## src/rtl/stap_pkg.sv

```systemverilog
// Constants for the scan test access port: instructions, identity layout, timing.
// Assumes a single core clock; the scan clock is sampled as ordinary data.
package stap_pkg;

    // =====================================================================
    // Widths
    localparam int IR_W = 4;
    localparam int DR_W = 32;

    // =====================================================================
    // Instruction codes
    localparam logic [IR_W-1:0] INS_EXTEST   = 4'h0;
    localparam logic [IR_W-1:0] INS_DEVICE_IDENTITY_WORD   = 4'h1;
    localparam logic [IR_W-1:0] INS_SAMPLE   = 4'h2;
    localparam logic [IR_W-1:0] INS_USERCODE = 4'h3;
    localparam logic [IR_W-1:0] INS_CHIPTAP  = 4'h4;
    localparam logic [IR_W-1:0] INS_PLLWRITE = 4'h8;
    localparam logic [IR_W-1:0] INS_BYPASS   = 4'hf;
    localparam logic [IR_W-1:0] IR_CAPTURE   = 4'h1;

    // =====================================================================
    // Identity word fields (values arbitrary, not those of any real part).
    localparam logic [3:0]  ID_VERSION  = 4'h0;
    localparam logic [15:0] ID_PART     = 16'h0abc;
    localparam logic [10:0] ID_MAKER    = 11'h155;
    localparam logic        ID_MARKER   = 1'b1;

    // =====================================================================
    // User code layout.
    localparam int          UID_W       = 14;
    localparam int          UID_LSB     = 18;
    localparam int          REV_W       = 18;
    localparam logic [17:0] SILICON_REV = 18'h02800;

    // =====================================================================
    // Security bits and the TMS run count for reset.
    localparam int SEC_W          = 10;
    localparam int SEC_SCAN_OFF   = 0;
    localparam int SEC_PLL_LOCK   = 4;
    localparam int TMS_RESET_RUNS = 5;

    typedef enum logic [3:0] {
        STAP_RESET, STAP_IDLE, STAP_SEL_DR, STAP_CAP_DR, STAP_SH_DR, STAP_EX1_DR,
        STAP_PAU_DR, STAP_EX2_DR, STAP_UPD_DR, STAP_SEL_IR, STAP_CAP_IR, STAP_SH_IR,
        STAP_EX1_IR, STAP_PAU_IR, STAP_EX2_IR, STAP_UPD_IR
    } stap_state_e;

endpackage : stap_pkg

```

## src/rtl/stap_ctrl.sv

```systemverilog
// Test access port controller state machine, advanced by one-cycle scan edge enables.
// Assumes TMS arrives already synchronised to core_clk.
module stap_ctrl
    import stap_pkg::*;
(
    // Clock and reset
    input  wire logic  core_clk,
    input  wire logic  reset,
    // Scan controls
    input  wire logic  tck_rise,
    input  wire logic  tms,
    // State
    output stap_state_e state_q
);

    stap_state_e state_d;

    always_comb
    begin
        state_d = state_q;
        unique case (state_q)
            STAP_RESET:  state_d = tms ? STAP_RESET  : STAP_IDLE;
            STAP_IDLE:   state_d = tms ? STAP_SEL_DR : STAP_IDLE;
            STAP_SEL_DR: state_d = tms ? STAP_SEL_IR : STAP_CAP_DR;
            STAP_CAP_DR: state_d = tms ? STAP_EX1_DR : STAP_SH_DR;
            STAP_SH_DR:  state_d = tms ? STAP_EX1_DR : STAP_SH_DR;
            STAP_EX1_DR: state_d = tms ? STAP_UPD_DR : STAP_PAU_DR;
            STAP_PAU_DR: state_d = tms ? STAP_EX2_DR : STAP_PAU_DR;
            STAP_EX2_DR: state_d = tms ? STAP_UPD_DR : STAP_SH_DR;
            STAP_UPD_DR: state_d = tms ? STAP_SEL_DR : STAP_IDLE;
            STAP_SEL_IR: state_d = tms ? STAP_RESET  : STAP_CAP_IR;
            STAP_CAP_IR: state_d = tms ? STAP_EX1_IR : STAP_SH_IR;
            STAP_SH_IR:  state_d = tms ? STAP_EX1_IR : STAP_SH_IR;
            STAP_EX1_IR: state_d = tms ? STAP_UPD_IR : STAP_PAU_IR;
            STAP_PAU_IR: state_d = tms ? STAP_EX2_IR : STAP_PAU_IR;
            STAP_EX2_IR: state_d = tms ? STAP_UPD_IR : STAP_SH_IR;
            STAP_UPD_IR: state_d = tms ? STAP_SEL_DR : STAP_IDLE;
        endcase
    end

    // The graph reaches reset from any state within five high TMS edges.
    always_ff @(posedge core_clk)
    begin
        if (reset)
            state_q <= STAP_RESET;
        else if (tck_rise)
            state_q <= state_d;
    end

endmodule : stap_ctrl

```

## src/rtl/stap_top.sv

```systemverilog
// Boundary-scan access port with identity, user code, chip-port route and PLL write.
// Assumes TCK, TMS, TDI, security and reset-state inputs are asynchronous to core_clk;
// the scan clock must be well below half the core clock rate.

// ========================================================================
// Overview of operation
// - One standard test access port, with boundary scan of the I/O pins.
// - Instruction register is four bits; data register is thirty-two bits.
// - A chip-port instruction routes scan data to the inner tile port.
// - Five test clocks with mode select high return the logic to reset.
// - Identity instruction shifts out the fixed thirty-two bit identity word.
// - User code instruction shifts out the thirty-two bit user code word.
// - User identifier comes from low fourteen bits of the programmed word.
// - User identifier loads only after device reset releases; zero before.
// - Instruction eight writes the shifted data word into PLL settings.
// - PLL settings hold a device reset bit and a scan boot bit.
// - User identifier sits at bits 31 down to 18 of the user code.
// - Security bit 0 blocks the chip-port route to the inner tile port.
// - Security bit 4 refuses scan writes to the PLL settings register.
module stap_top
    import stap_pkg::*;
(
    // Clock and reset
    input  wire logic            core_clk,
    input  wire logic            reset,
    // Scan pins
    input  wire logic            tck,
    input  wire logic            tms,
    input  wire logic            tdi,
    output logic                 tdo,
    output logic                 tdo_oe,
    // Device side
    input  wire logic            device_in_reset,
    input  wire logic [13:0]     programmed_user_identifier,
    input  wire logic [SEC_W-1:0] security_config,
    // Boundary cells
    input  wire logic [DR_W-1:0] pin_sample,
    output logic      [DR_W-1:0] pin_drive,
    output logic                 pin_extest,
    // Inner chip port
    output logic                 chip_tck,
    output logic                 chip_tms,
    output logic                 chip_tdi,
    input  wire logic            chip_tdo,
    // PLL settings
    output logic      [DR_W-1:0] pll_settings,
    output logic                 pll_write,
    output logic                 device_reset_req,
    output logic                 boot_from_scan
);

    // ====================================================================
    // Input synchronisers
    logic [1:0] tck_s_q, tms_s_q, tdi_s_q, ctdo_s_q, drst_s_q;
    logic [1:0] sec0_s_q, sec4_s_q;
    logic [13:0] uid_s1_q, uid_s2_q;
    logic       tck_d1_q;

    always_ff @(posedge core_clk)
    begin
        if (reset)
        begin
            tck_s_q  <= 2'h0;
            tms_s_q  <= 2'h3;
            tdi_s_q  <= 2'h0;
            ctdo_s_q <= 2'h0;
            drst_s_q <= 2'h3;
            sec0_s_q <= 2'h3;
            sec4_s_q <= 2'h3;
            uid_s1_q <= 14'h0000;
            uid_s2_q <= 14'h0000;
            tck_d1_q <= 1'b0;
        end
        else
        begin
            tck_s_q  <= {tck_s_q[0], tck};
            tms_s_q  <= {tms_s_q[0], tms};
            tdi_s_q  <= {tdi_s_q[0], tdi};
            ctdo_s_q <= {ctdo_s_q[0], chip_tdo};
            drst_s_q <= {drst_s_q[0], device_in_reset};
            sec0_s_q <= {sec0_s_q[0], security_config[SEC_SCAN_OFF]};
            sec4_s_q <= {sec4_s_q[0], security_config[SEC_PLL_LOCK]};
            uid_s1_q <= programmed_user_identifier;
            uid_s2_q <= uid_s1_q;
            tck_d1_q <= tck_s_q[1];
        end
    end

    // Scan edges are found by the core clock, so TCK must be slow against it.
    logic tck_rise, tck_fall;
    assign tck_rise = tck_s_q[1] & ~tck_d1_q;
    assign tck_fall = ~tck_s_q[1] & tck_d1_q;

    // ====================================================================
    // Boundary samples
    // Each pin is synchronised on its own, so a capture may mix pins that change together.
    logic [DR_W-1:0] pins_s1_q, pins_s2_q;

    always_ff @(posedge core_clk)
    begin
        if (reset)
        begin
            pins_s1_q <= '0;
            pins_s2_q <= '0;
        end
        else
        begin
            pins_s1_q <= pin_sample;
            pins_s2_q <= pins_s1_q;
        end
    end

    // ====================================================================
    // Controller
    stap_state_e state_q;

    stap_ctrl u_ctrl (
        .core_clk (core_clk),
        .reset    (reset),
        .tck_rise (tck_rise),
        .tms      (tms_s_q[1]),
        .state_q  (state_q)
    );

    // ====================================================================
    // Instruction register
    logic [IR_W-1:0] ir_sh_q, ir_q;

    always_ff @(posedge core_clk)
    begin
        if (reset)
        begin
            ir_sh_q <= INS_DEVICE_IDENTITY_WORD;
            ir_q    <= INS_DEVICE_IDENTITY_WORD;
        end
        else if (tck_rise)
        begin
            unique case (state_q)
                STAP_RESET:  ir_q    <= INS_DEVICE_IDENTITY_WORD;
                STAP_CAP_IR: ir_sh_q <= IR_CAPTURE;
                STAP_SH_IR:  ir_sh_q <= {tdi_s_q[1], ir_sh_q[IR_W-1:1]};
                STAP_UPD_IR: ir_q    <= ir_sh_q;
                default:     ir_q    <= ir_q;
            endcase
        end
    end

    // ====================================================================
    // Fixed words
    logic [DR_W-1:0] id_word, user_word;
    logic [13:0]     uid_q, uid_s3_q;

    assign id_word = {ID_VERSION, ID_PART, ID_MAKER, ID_MARKER};

    // The identifier is cleared during device reset, as boot firmware reloads it.
    // The word crosses as a whole, so it is taken only once two samples in a row agree.
    always_ff @(posedge core_clk)
    begin
        if (reset || drst_s_q[1])
        begin
            uid_s3_q <= 14'h0000;
            uid_q    <= 14'h0000;
        end
        else
        begin
            uid_s3_q <= uid_s2_q;
            if (uid_s2_q == uid_s3_q)
                uid_q <= uid_s2_q;
        end
    end

    assign user_word = {uid_q, SILICON_REV};

    // ====================================================================
    // Data register
    logic [DR_W-1:0] dr_q;
    logic            byp_q;
    logic            scan_off, chip_sel;

    assign scan_off = sec0_s_q[1];
    assign chip_sel = (ir_q == INS_CHIPTAP) && !scan_off;

    always_ff @(posedge core_clk)
    begin
        if (reset)
        begin
            dr_q  <= '0;
            byp_q <= 1'b0;
        end
        else if (tck_rise)
        begin
            if (state_q == STAP_CAP_DR)
            begin
                byp_q <= 1'b0;
                unique case (ir_q)
                    INS_DEVICE_IDENTITY_WORD:   dr_q <= id_word;
                    INS_USERCODE: dr_q <= user_word;
                    INS_EXTEST,
                    INS_SAMPLE:   dr_q <= pins_s2_q;
                    default:      dr_q <= '0;
                endcase
            end
            else if (state_q == STAP_SH_DR)
            begin
                dr_q  <= {tdi_s_q[1], dr_q[DR_W-1:1]};
                byp_q <= tdi_s_q[1];
            end
        end
    end

    // ====================================================================
    // Boundary update and PLL write
    // A locked write leaves the settings untouched and raises no pulse.
    logic pll_lock;
    assign pll_lock = sec4_s_q[1];

    always_ff @(posedge core_clk)
    begin
        if (reset)
        begin
            pin_drive    <= '0;
            pin_extest   <= 1'b0;
            pll_settings <= '0;
            pll_write    <= 1'b0;
        end
        else
        begin
            pll_write  <= 1'b0;
            pin_extest <= (ir_q == INS_EXTEST) && (state_q != STAP_RESET);
            if (tck_rise && state_q == STAP_UPD_DR)
            begin
                if (ir_q == INS_EXTEST || ir_q == INS_SAMPLE)
                    pin_drive <= dr_q;
                if (ir_q == INS_PLLWRITE && !pll_lock)
                begin
                    pll_settings <= dr_q;
                    pll_write    <= 1'b1;
                end
            end
        end
    end

    // Reset and boot controls sit in the top bits of the settings word.
    always_ff @(posedge core_clk)
    begin
        if (reset)
        begin
            device_reset_req <= 1'b0;
            boot_from_scan   <= 1'b0;
        end
        else
        begin
            device_reset_req <= pll_settings[DR_W-1];
            boot_from_scan   <= pll_settings[DR_W-2];
        end
    end

    // ====================================================================
    // Inner port route and TDO
    // Outside the route the inner port sees mode select high with its clock held low, so it gets no edges.
    always_ff @(posedge core_clk)
    begin
        if (reset)
        begin
            chip_tck <= 1'b0;
            chip_tms <= 1'b1;
            chip_tdi <= 1'b0;
        end
        else
        begin
            chip_tck <= chip_sel & tck_s_q[1];
            chip_tms <= chip_sel ? tms_s_q[1] : 1'b1;
            chip_tdi <= chip_sel & tdi_s_q[1];
        end
    end

    // TDO changes on the falling scan edge, as the standard requires.
    always_ff @(posedge core_clk)
    begin
        if (reset)
        begin
            tdo    <= 1'b0;
            tdo_oe <= 1'b0;
        end
        else if (tck_fall)
        begin
            tdo_oe <= (state_q == STAP_SH_DR) || (state_q == STAP_SH_IR);
            if (state_q == STAP_SH_IR)
                tdo <= ir_sh_q[0];
            else if (chip_sel)
                tdo <= ctdo_s_q[1];
            else if (ir_q == INS_BYPASS || ir_q == INS_CHIPTAP || ir_q == INS_PLLWRITE)
                tdo <= (ir_q == INS_PLLWRITE) ? dr_q[0] : byp_q;
            else
                tdo <= dr_q[0];
        end
    end

endmodule : stap_top

```

## config.mk

```make
export PLATFORM = sky130hd
export DESIGN_NAME = stap_top
export DESIGN_NICKNAME = d
export VERILOG_FILES = /design/src/rtl/stap_pkg.sv /design/src/rtl/stap_ctrl.sv /design/src/rtl/stap_top.sv
export SDC_FILE = /design/constraint.sdc
export NUM_CORES = 1
export LEC_CHECK = 0
export BUFFER_PORTS_ARGS = -buffer_cell sky130_fd_sc_hd__buf_2
export CORE_MARGIN = 2
export CORE_UTILIZATION = 45
export DETAILED_ROUTE_END_ITERATION = 8
export PLACE_DENSITY = 0.78
export SLEW_MARGIN = 40
export SYNTH_ARGS = -nofsm -noshare
export SYNTH_HDL_FRONTEND = slang
export SYNTH_SLANG_ARGS = --single-unit
```

## constraint.sdc

```tcl
create_clock -name core_clk -period 6 [get_ports core_clk]
set_input_delay 0.3 -clock core_clk [delete_from_list [all_inputs] [get_ports core_clk]]
set_output_delay 0.3 -clock core_clk [all_outputs]
set_load 0.005 [all_outputs]
```

# Word-level counts from Yosys, hierarchy flattened
# Index checks and enable logic that the tools add are counted.
[op_classes] bitwise=8 n_eq_ne=22 n_mux=25 reduce_logical=28
[ops] operator="32-bit case mux with 3 select lines" n=1
[ops] operator="32-bit two-way mux" n=2
[ops] operator="4-bit case mux with 12 select lines" n=1
[ops] operator="4-bit == test, second input constant" n=10
[ops] operator="4-bit by 3-bit == test with 1-bit output, second input constant" n=5
[ops] operator="4-bit by 2-bit == test with 1-bit output, second input constant" n=4
[ops] operator="4-bit two-way mux" n=4
[ops] operator="4-bit case mux with 2 select lines" n=2
[ops] operator="14-bit == test" n=1
[ops] operator="1-bit two-way mux" n=10
[ops] operator="2-bit AND reduction" n=5
[ops] operator="2-bit OR reduction" n=5
[ops] operator="4-bit by 1-bit == test with 1-bit output, second input constant" n=2
[ops] operator="4-bit zero test" n=2
[ops] operator="2-bit two-way mux" n=3
[ops] operator="3-bit two-way mux" n=2
[ops] operator="2-bit nonzero test" n=3
[ops] operator="1-bit logical OR" n=5
[ops] operator="1-bit AND" n=4
[ops] operator="1-bit logical AND" n=4
[ops] operator="1-bit NOT" n=4
[ops] operator="4-bit nonzero test" n=1
[ops] operator="3-bit OR reduction" n=1
[ops] operator="1-bit zero test" n=2
[totals] input_bits=63 wordCells=113 register_bits=253 out_inout_bits=73

# Logic depth before layout (Yosys ltp)
# Gate-level depths: netlist of run 1.
[logic_depth] ltp_word=6 ltp_mapped=7 mapped_depth_nobuf=4

# Cells and area by module
# Synthesis of run 1 repeated with hierarchy kept, for this count alone.
[hier_totals] hier_cells=940 hier_area_um2=9007.4
[by_module_without_submodules] module="stap_top" n_inst=1 cells_each=897 area_per_inst_um2=8647.0 seq_area_each_um2=4984.8
[by_module_without_submodules] module="stap_ctrl" n_inst=1 cells_each=43 area_per_inst_um2=360.3 seq_area_each_um2=80.1

# Least setup slack after synthesis of run 1
# No wires, ideal clock.
[synth_path] kind="register to register" start="register u_ctrl.state_q[0]" end="register pll_settings[2]" path_stages_with_launch=7 path_slack_ns=4.018 synth_period_minus_slack_ns=1.982 n_path_buf=2 t_required_ns=5.872 arrival_time_ns=1.855 cell_sequence="dfxtp_1 buf_6 or4b_4 nor4_4 buf_6 mux2i_1 nor2_1"
[synth_via] elab_chain_cells=3
[synth_rtl] item="start, declared" line_no="stap_ctrl.sv:13" text="output stap_state_e state_q"
[synth_rtl] item="start signal, assigned" line_no="stap_ctrl.sv:47" text="state_q <= state_d;"
[synth_rtl] item="4-bit == test" line_no="stap_top.sv:230" text="if (tck_rise && state_q == STAP_UPD_DR)"
[synth_rtl] item="1-bit logical AND" line_no="stap_top.sv:230"
[synth_rtl] item="2-bit AND reduction (no source line)"
[synth_rtl] item="end signal, assigned" line_no="stap_top.sv:236" text="pll_settings <= dr_q;"
[synth_rtl] item="end, declared" line_no="stap_top.sv:46" text="output logic [DR_W-1:0] pll_settings,"
# Every way passes these cells.
# A chain may end at the register's enable or synchronous reset.

# Worst setup path after layout of run 1
[layout_path] start="register u_ctrl.state_q[3]" end="register pll_settings[30]"
# Same word-level chain as after synthesis.

==> summary.md, run 1 <==
| Metric | Value |
|---|---|
| Status | complete, no violations |
| Hold Fails Final Rpt | 0 |
| Final wirelength | 18400 um |
| End of the critical path | pll_settings[30]$_SDFFE_PP0P_ |
| Clock Latency Late Sink | 0.52 ns |
| Area grow syn2layout | 24.9% |
| Tot Pwr | 3.65 mW |
| Cell variety after synth | 47 |
| RSZ-0062 raised after global routing | false |
| Clock Tree Buf Depth | 3 |
| Core region area | 0.0194 mm2 |
| Minimum clock period | 2.94 ns |
| Initial DRC count | 271 |
| Non-filler instance count after layout | 1353 |
| Mapped Area | 0.00887 mm2 |
| Critical Path RT | 6.38 ns |
| Rows | 51 |
| Clock sink count | 253 |
| GPL Wtd Cong | 0.808 |
| Worst setup SP type | flop |
| Die Area | 0.0209 mm2 |
| Ant. Diodes | 0 |
| Critical path class | reg -> reg |
| CP peak stage delay | 0.77 ns |
| Initial antenna violation count | 0 |
| Total CTS buffers | 26 |
| Max rail drop VDD | 292 uV |
| Hold/Removal Path Class | in -> reg |
| Critical R2R Capture | pll_settings[30]$_SDFFE_PP0P_ |
| Worst path slowest cell | dfxtp_1 |
| Pwr/cell area | 329 mW/mm2 |
| Synth warn | 0 |
| Commonest non-fill, non-tap cell in the layout | dfxtp_1 |
| Hpwl dp | 11200 um |
| TritonCTS clock tree | done |
| Drt pass-1 iters | 5 |
| CP most frequent cell | buf_4 |
| CP arrival | 3.31 ns |
| Die X | 144 um |
| Port Buffer Count | 127 |
| Starting Density | 45.7% |
| Crit share post-route | 49.0% |
| Reg-to-reg startpoint | u_ctrl.state_q[3]$_SDFFE_PP0P_ |
| Crit. Startpoint | u_ctrl.state_q[3]$_SDFFE_PP0P_ |
| P_leak | 4.57 nW |
| Worst R2R Path Depth | 7 |
| Clk pin slew, worst setup/hold paths | 0.06 ns |
| Hold Crit Depth | 2 |
| DR vias | 6615 |
| I/O pin count | 136 |
| Yosys reg bits | 253 |
| Max Clock Skew | 0.0115 ns |
| Final setup vio count | 0 |
| F_max | 340 MHz |
| Total global-route track usage | 17.4% |
| Fill cells | 1655 |
| Maxcap violations | 0 |
| Share of layout cells above drive strength 1 | 18.9% |
| Cells after Synth | 933 |
| Largest net degree at the start of global routing | 139 |
| Endpoint class of the critical path | flop |
| Final #Nets | 1131 |
| Slew @ Worst Pin | 0.780 ns |
| Htree depth | 1 |
| Main synth FF type | dfxtp_1 |
| Residual DRC | 0 |
| Final Core Density | 57.1% |
| Most frequent cells in the layout | 251 x dfxtp_1, 126 x buf_2, 106 x nor2b_1 |
| Crit path max fanout | 20 |
| Root Buffer | clkbuf_16 |
| EDFF count, synth | 0 |
| Reg-to-reg slack, setup | 3.06 ns |
| First-pass GRT wire length | 29700 um |
| Vias in the first global route | 6185 |
| Crit-path cells | or4b_4 -> nor4_4 -> buf_4 -> buf_6 -> buf_4 -> mux2i_1 -> nor2_1 |
| Sequential cell area fraction in the yosys report | 57.1% |
| Fin. max-slew vios | 0 |
| Post-route ant nets | 0 |
| Final setup TNS | 0 ns |
| Vias per inst | 4.89 |
| Slew headroom | 47.6% |
| Total grt overflow | 0 |
| Post-synthesis net count | 996 |
| Die Y | 144 um |
| Placed insts | 1266 |
| Syn Area/Cell | 9.51 um2 |
| Synth async-reset ratio | 0% |
| Routed WL per cell | 13.6 um |
flip-flops by register name, summed over array words and instances (netlist names), 4 cells and up:
name / cells
uid_q: 14
ir_q: 4
pins_s1_q: 32
uid_s2_q: 14
uid_s3_q: 14
uid_s1_q: 14
pins_s2_q: 32
u_ctrl.state_q: 4
dr_q: 32
ir_sh_q: 4
pll_settings: 32
pin_drive: 32
per-stage QoR:
stage / instance area (um2) / worst slack (ns) / hold slack (ns)
after floorplan: 8870 / 4.02 / 0.389
after global placement: 9630 / 2.60 / 0.394
after detailed placement: 9690 / 3.11 / 0.393
after CTS: 11100 / 3.08 / 0.000601
after global routing: 11100 / 2.94 / 0.00229
final: 11100 / 3.06 / 0.00162
power by group:
group	switching [mW]	total (mW)	internal [mW]
Sequential	0.0149	1.73	1.71
Clock	0.662	1.81	1.14
Combinational	0.0529	0.115	0.0621
cell usage after synthesis (3+ instances only):
| library cell | number | share of area, % |
|---|---|---|
| dfxtp_1 | 253 | 57 |
| nor4_1 | 5 | 0.35 |
| a31oi_1 | 4 | 0.28 |
| nor3_1 | 38 | 2.1 |
| nand3_1 | 16 | 0.90 |
| a211oi_1 | 6 | 0.51 |
| or2_2 | 8 | 0.56 |
| buf_2 | 3 | 0.17 |
| mux2i_1 | 48 | 5.4 |
| nand2_1 | 101 | 4.3 |
| nand2b_1 | 3 | 0.21 |
| inv_1 | 41 | 1.7 |
| a221oi_1 | 32 | 3.2 |
| clkbuf_1 | 60 | 2.5 |
| xor2_1 | 14 | 1.4 |
| a22oi_1 | 3 | 0.25 |
| nor2b_1 | 106 | 7.5 |
| o21ai_0 | 26 | 1.5 |
| nor3b_1 | 4 | 0.34 |
| a21oi_1 | 40 | 2.3 |
| nor2_1 | 82 | 3.5 |
| buf_6 | 4 | 0.51 |
worst min path at each step:
stage	start	to	slack [ns]
5_1_grt	programmed_user_identifier[0]	uid_s1_q[0]$_SDFF_PP0_	0.002
4_1_cts	pin_sample[17]	pins_s1_q[17]$_SDFF_PP0_	0.0006
6_report	programmed_user_identifier[0]	uid_s1_q[0]$_SDFF_PP0_	0.002
2_1_floorplan	drst_s_q[0]$_SDFF_PP1_	drst_s_q[1]$_SDFF_PP1_	0.39
3_5_place_dp	sec4_s_q[0]$_SDFF_PP1_	sec4_s_q[1]$_SDFF_PP1_	0.39
3_3_place_gp	sec4_s_q[0]$_SDFF_PP1_	sec4_s_q[1]$_SDFF_PP1_	0.39
cell families after synthesis:
| group | share of synthesized area (%) |
|---|---|
| and+or+nand+nor | 21.8 |
| DFF | 57.1 |
| AOI/OAI and AO/OA | 8.83 |
| xor gates and xnor gates | 1.58 |
| muxes | 5.67 |
| buffers and inverters | 5.03 |
routing by layer:
layer,wire (um),GRT usage (%),share of wire (%)
met5,0,0,0
met2,8910,30.1,48
met1,8120,21.7,44
met4,387,5.52,2.1
met3,1010,3.84,5.5
area by class of cell:
type / instances / area, um2 / area share [%]
clock buffer: 32 / 746 / 6.73
clock inverter: 16 / 248 / 2.24
inverter: 41 / 154 / 1.39
multi-input combinational: 570 / 3410 / 30.8
sequential: 253 / 5070 / 45.8
tap: 265 / 332 / 2.99
timing repair buffer: 176 / 1120 / 10.1
repair_timing:
action | in CTS | in global routing
setup buffers | 0 | 0
hold endpoints to repair | 39 | 0
hold buffers | 39 | 0
resized for setup | 0 | 0
worst max-delay path, delay by kind of cell (launching register included):
family	cells	cell delay, ns
and+or+nand+nor	3	0.98
DFF	1	0.77
buffers and inverters	3	0.77
muxes	1	0.25
Note: power is estimated with default switching activity, not from simulation.
==> run 2, diff against run 1 <==
- PLACE_DENSITY: 0.78 -> 0.8
- clock period: 6 -> 2.4 ns (I/O delays scaled with it)
==> summary.md, run 2 (synthesized netlist as in run 1, its figures left out) <==
| Metric | Value |
|---|---|
| Status | complete, no violations |
| Starting Density | 45.7% |
| Post-route ant nets | 0 |
| Core region area | 0.0194 mm2 |
| First-pass GRT wire length | 31900 um |
| P_leak | 4.72 nW |
| Maxcap violations | 0 |
| Final #Nets | 1170 |
| I/O pin count | 136 |
| Initial antenna violation count | 0 |
| Met2 GRT Util | 33.4% |
| Die Y | 144 um |
| End of the critical path | pll_settings[6]$_SDFFE_PP0P_ |
| Max rail drop VDD | 560 uV |
| FF+latch area | 0.00507 mm2 |
| Area grow syn2layout | 27.7% |
| Final setup TNS | 0 ns |
| Crit. Startpoint | u_ctrl.state_q[1]$_SDFFE_PP0P_ |
| Worst R2R Path Depth | 5 |
| Vias per inst | 4.94 |
| Clock sink count | 253 |
| TritonCTS clock tree | done |
| Total CTS buffers | 25 |
| Drt pass-1 iters | 4 |
| Post-CTS sizing | 0 |
| Worst hold margin | 0.324 ns |
| Commonest non-fill, non-tap cell in the layout | dfxtp_1 |
| Hpwl dp | 12400 um |
| Ant. Diodes | 0 |
| Clock Latency Late Sink | 0.51 ns |
| RSZ-0062 raised after global routing | false |
| Die X | 144 um |
| Routed WL per cell | 14.3 um |
| Rows | 51 |
| Crit share post-route | 86.3% |
| Critical Path RT | 2.78 ns |
| Root Buffer | clkbuf_16 |
| Share of layout cells above drive strength 1 | 19.3% |
| DR vias | 6863 |
| Hold/Removal Path Class | in -> reg |
| F_max | 483 MHz |
| Port Buffer Count | 127 |
| Max Clock Skew | 0.0174 ns |
| Clk pin slew, worst setup/hold paths | 0.06 ns |
| Critical path class | reg -> reg |
| Clock Tree Buf Depth | 3 |
| Pwr/cell area | 776 mW/mm2 |
| Initial DRC count | 347 |
| Fill cells | 1637 |
| Reg-to-reg slack, setup | 0.33 ns |
| Total global-route track usage | 18.9% |
| Met1 GRT Util | 22.4% |
| Die Area | 0.0209 mm2 |
| Multi-input gate area | 0.00340 mm2 |
| CP arrival | 2.45 ns |
| Endpoint class of the critical path | flop |
| Hold_buf cts | 62 |
| Slew headroom | 64.0% |
| Non-filler instance count after layout | 1390 |
| Largest net degree at the start of global routing | 62 |
| Slew @ Worst Pin | 0.537 ns |
| Final setup vio count | 0 |
| Critical R2R Capture | pll_settings[6]$_SDFFE_PP0P_ |
| Most frequent cells in the layout | 252 x dfxtp_1, 126 x buf_2, 106 x nor2b_1 |
| GPL Wtd Cong | 0.849 |
| Met3 GRT Util | 4.14% |
| Vias in the first global route | 6607 |
| Crit path max fanout | 12 |
| Setup Buffers After CTS | 0 |
| Worst setup SP type | flop |
| Total grt overflow | 0 |
| Placed insts | 1283 |
| Fin. max-slew vios | 0 |
| Hold Fails Final Rpt | 0 |
| Minimum clock period | 2.07 ns |
| Residual DRC | 0 |
| Htree depth | 1 |
| Reg-to-reg startpoint | u_ctrl.state_q[1]$_SDFFE_PP0P_ |
| Final wirelength | 19900 um |
| Busiest grt layer | met2 |
## run 2: worst min-delay path by stage
stage	startpoint	slack, ns	to	cells past startpoint
after floorplan	device_in_reset	0.22	drst_s_q[0]$_SDFF_PP1_	1
after global placement	tms	0.31	tms_s_q[0]$_SDFF_PP1_	2
after detailed placement	security_config[0]	0.31	sec0_s_q[0]$_SDFF_PP1_	2
after CTS	security_config[0]	0.30	sec0_s_q[0]$_SDFF_PP1_	3
after global routing	tms	0.32	tms_s_q[0]$_SDFF_PP1_	3
final	tms	0.32	tms_s_q[0]$_SDFF_PP1_	3
## run 2: final cells by class
cell class,count,area share (%)
multi-input combinational,570,30.0
timing repair buffer,216,13.2
inverter,41,1.36
sequential,253,44.7
clock inverter,14,1.80
clock buffer,31,6.07
tap,265,2.93
## run 2: through the flow
| stage | cell area (um2) | util (%) | setup WS, ns | power [mW] |
|---|---|---|---|---|
| floorplan | 8870 | - | 0.418 | 4.57 |
| global placement | 9810 | 50.6 | 0.419 | 4.66 |
| detailed placement | 9810 | 50.6 | 0.342 | 4.66 |
| CTS | 11300 | 58.4 | 0.329 | 8.87 |
| global route | 11300 | 58.4 | 0.236 | 9.11 |
| finish | 11300 | 58.4 | 0.329 | 8.80 |
## run 2: metal layers
layer  routed length, um  up-vias
met3                1080       47
met5                   0        -
met2                9910      160
li1                    -     3438
met4                 580        0
met1                8300     3218
## run 2: power by group
| part | switching, mW | internal (mW) |
|---|---|---|
| Combinational | 0.152 | 0.184 |
| Sequential | 0.0314 | 4.29 |
| Clock | 1.57 | 2.57 |
| Total | 1.75 | 7.04 |
## run 2: worst max-delay path: stages (launching register included)
cell and delay, ns:
dfxtp_1 0.39, or4b_4 0.60, nor4_4 0.33, buf_4 0.32, mux2i_1 0.24, nor2_1 0.05
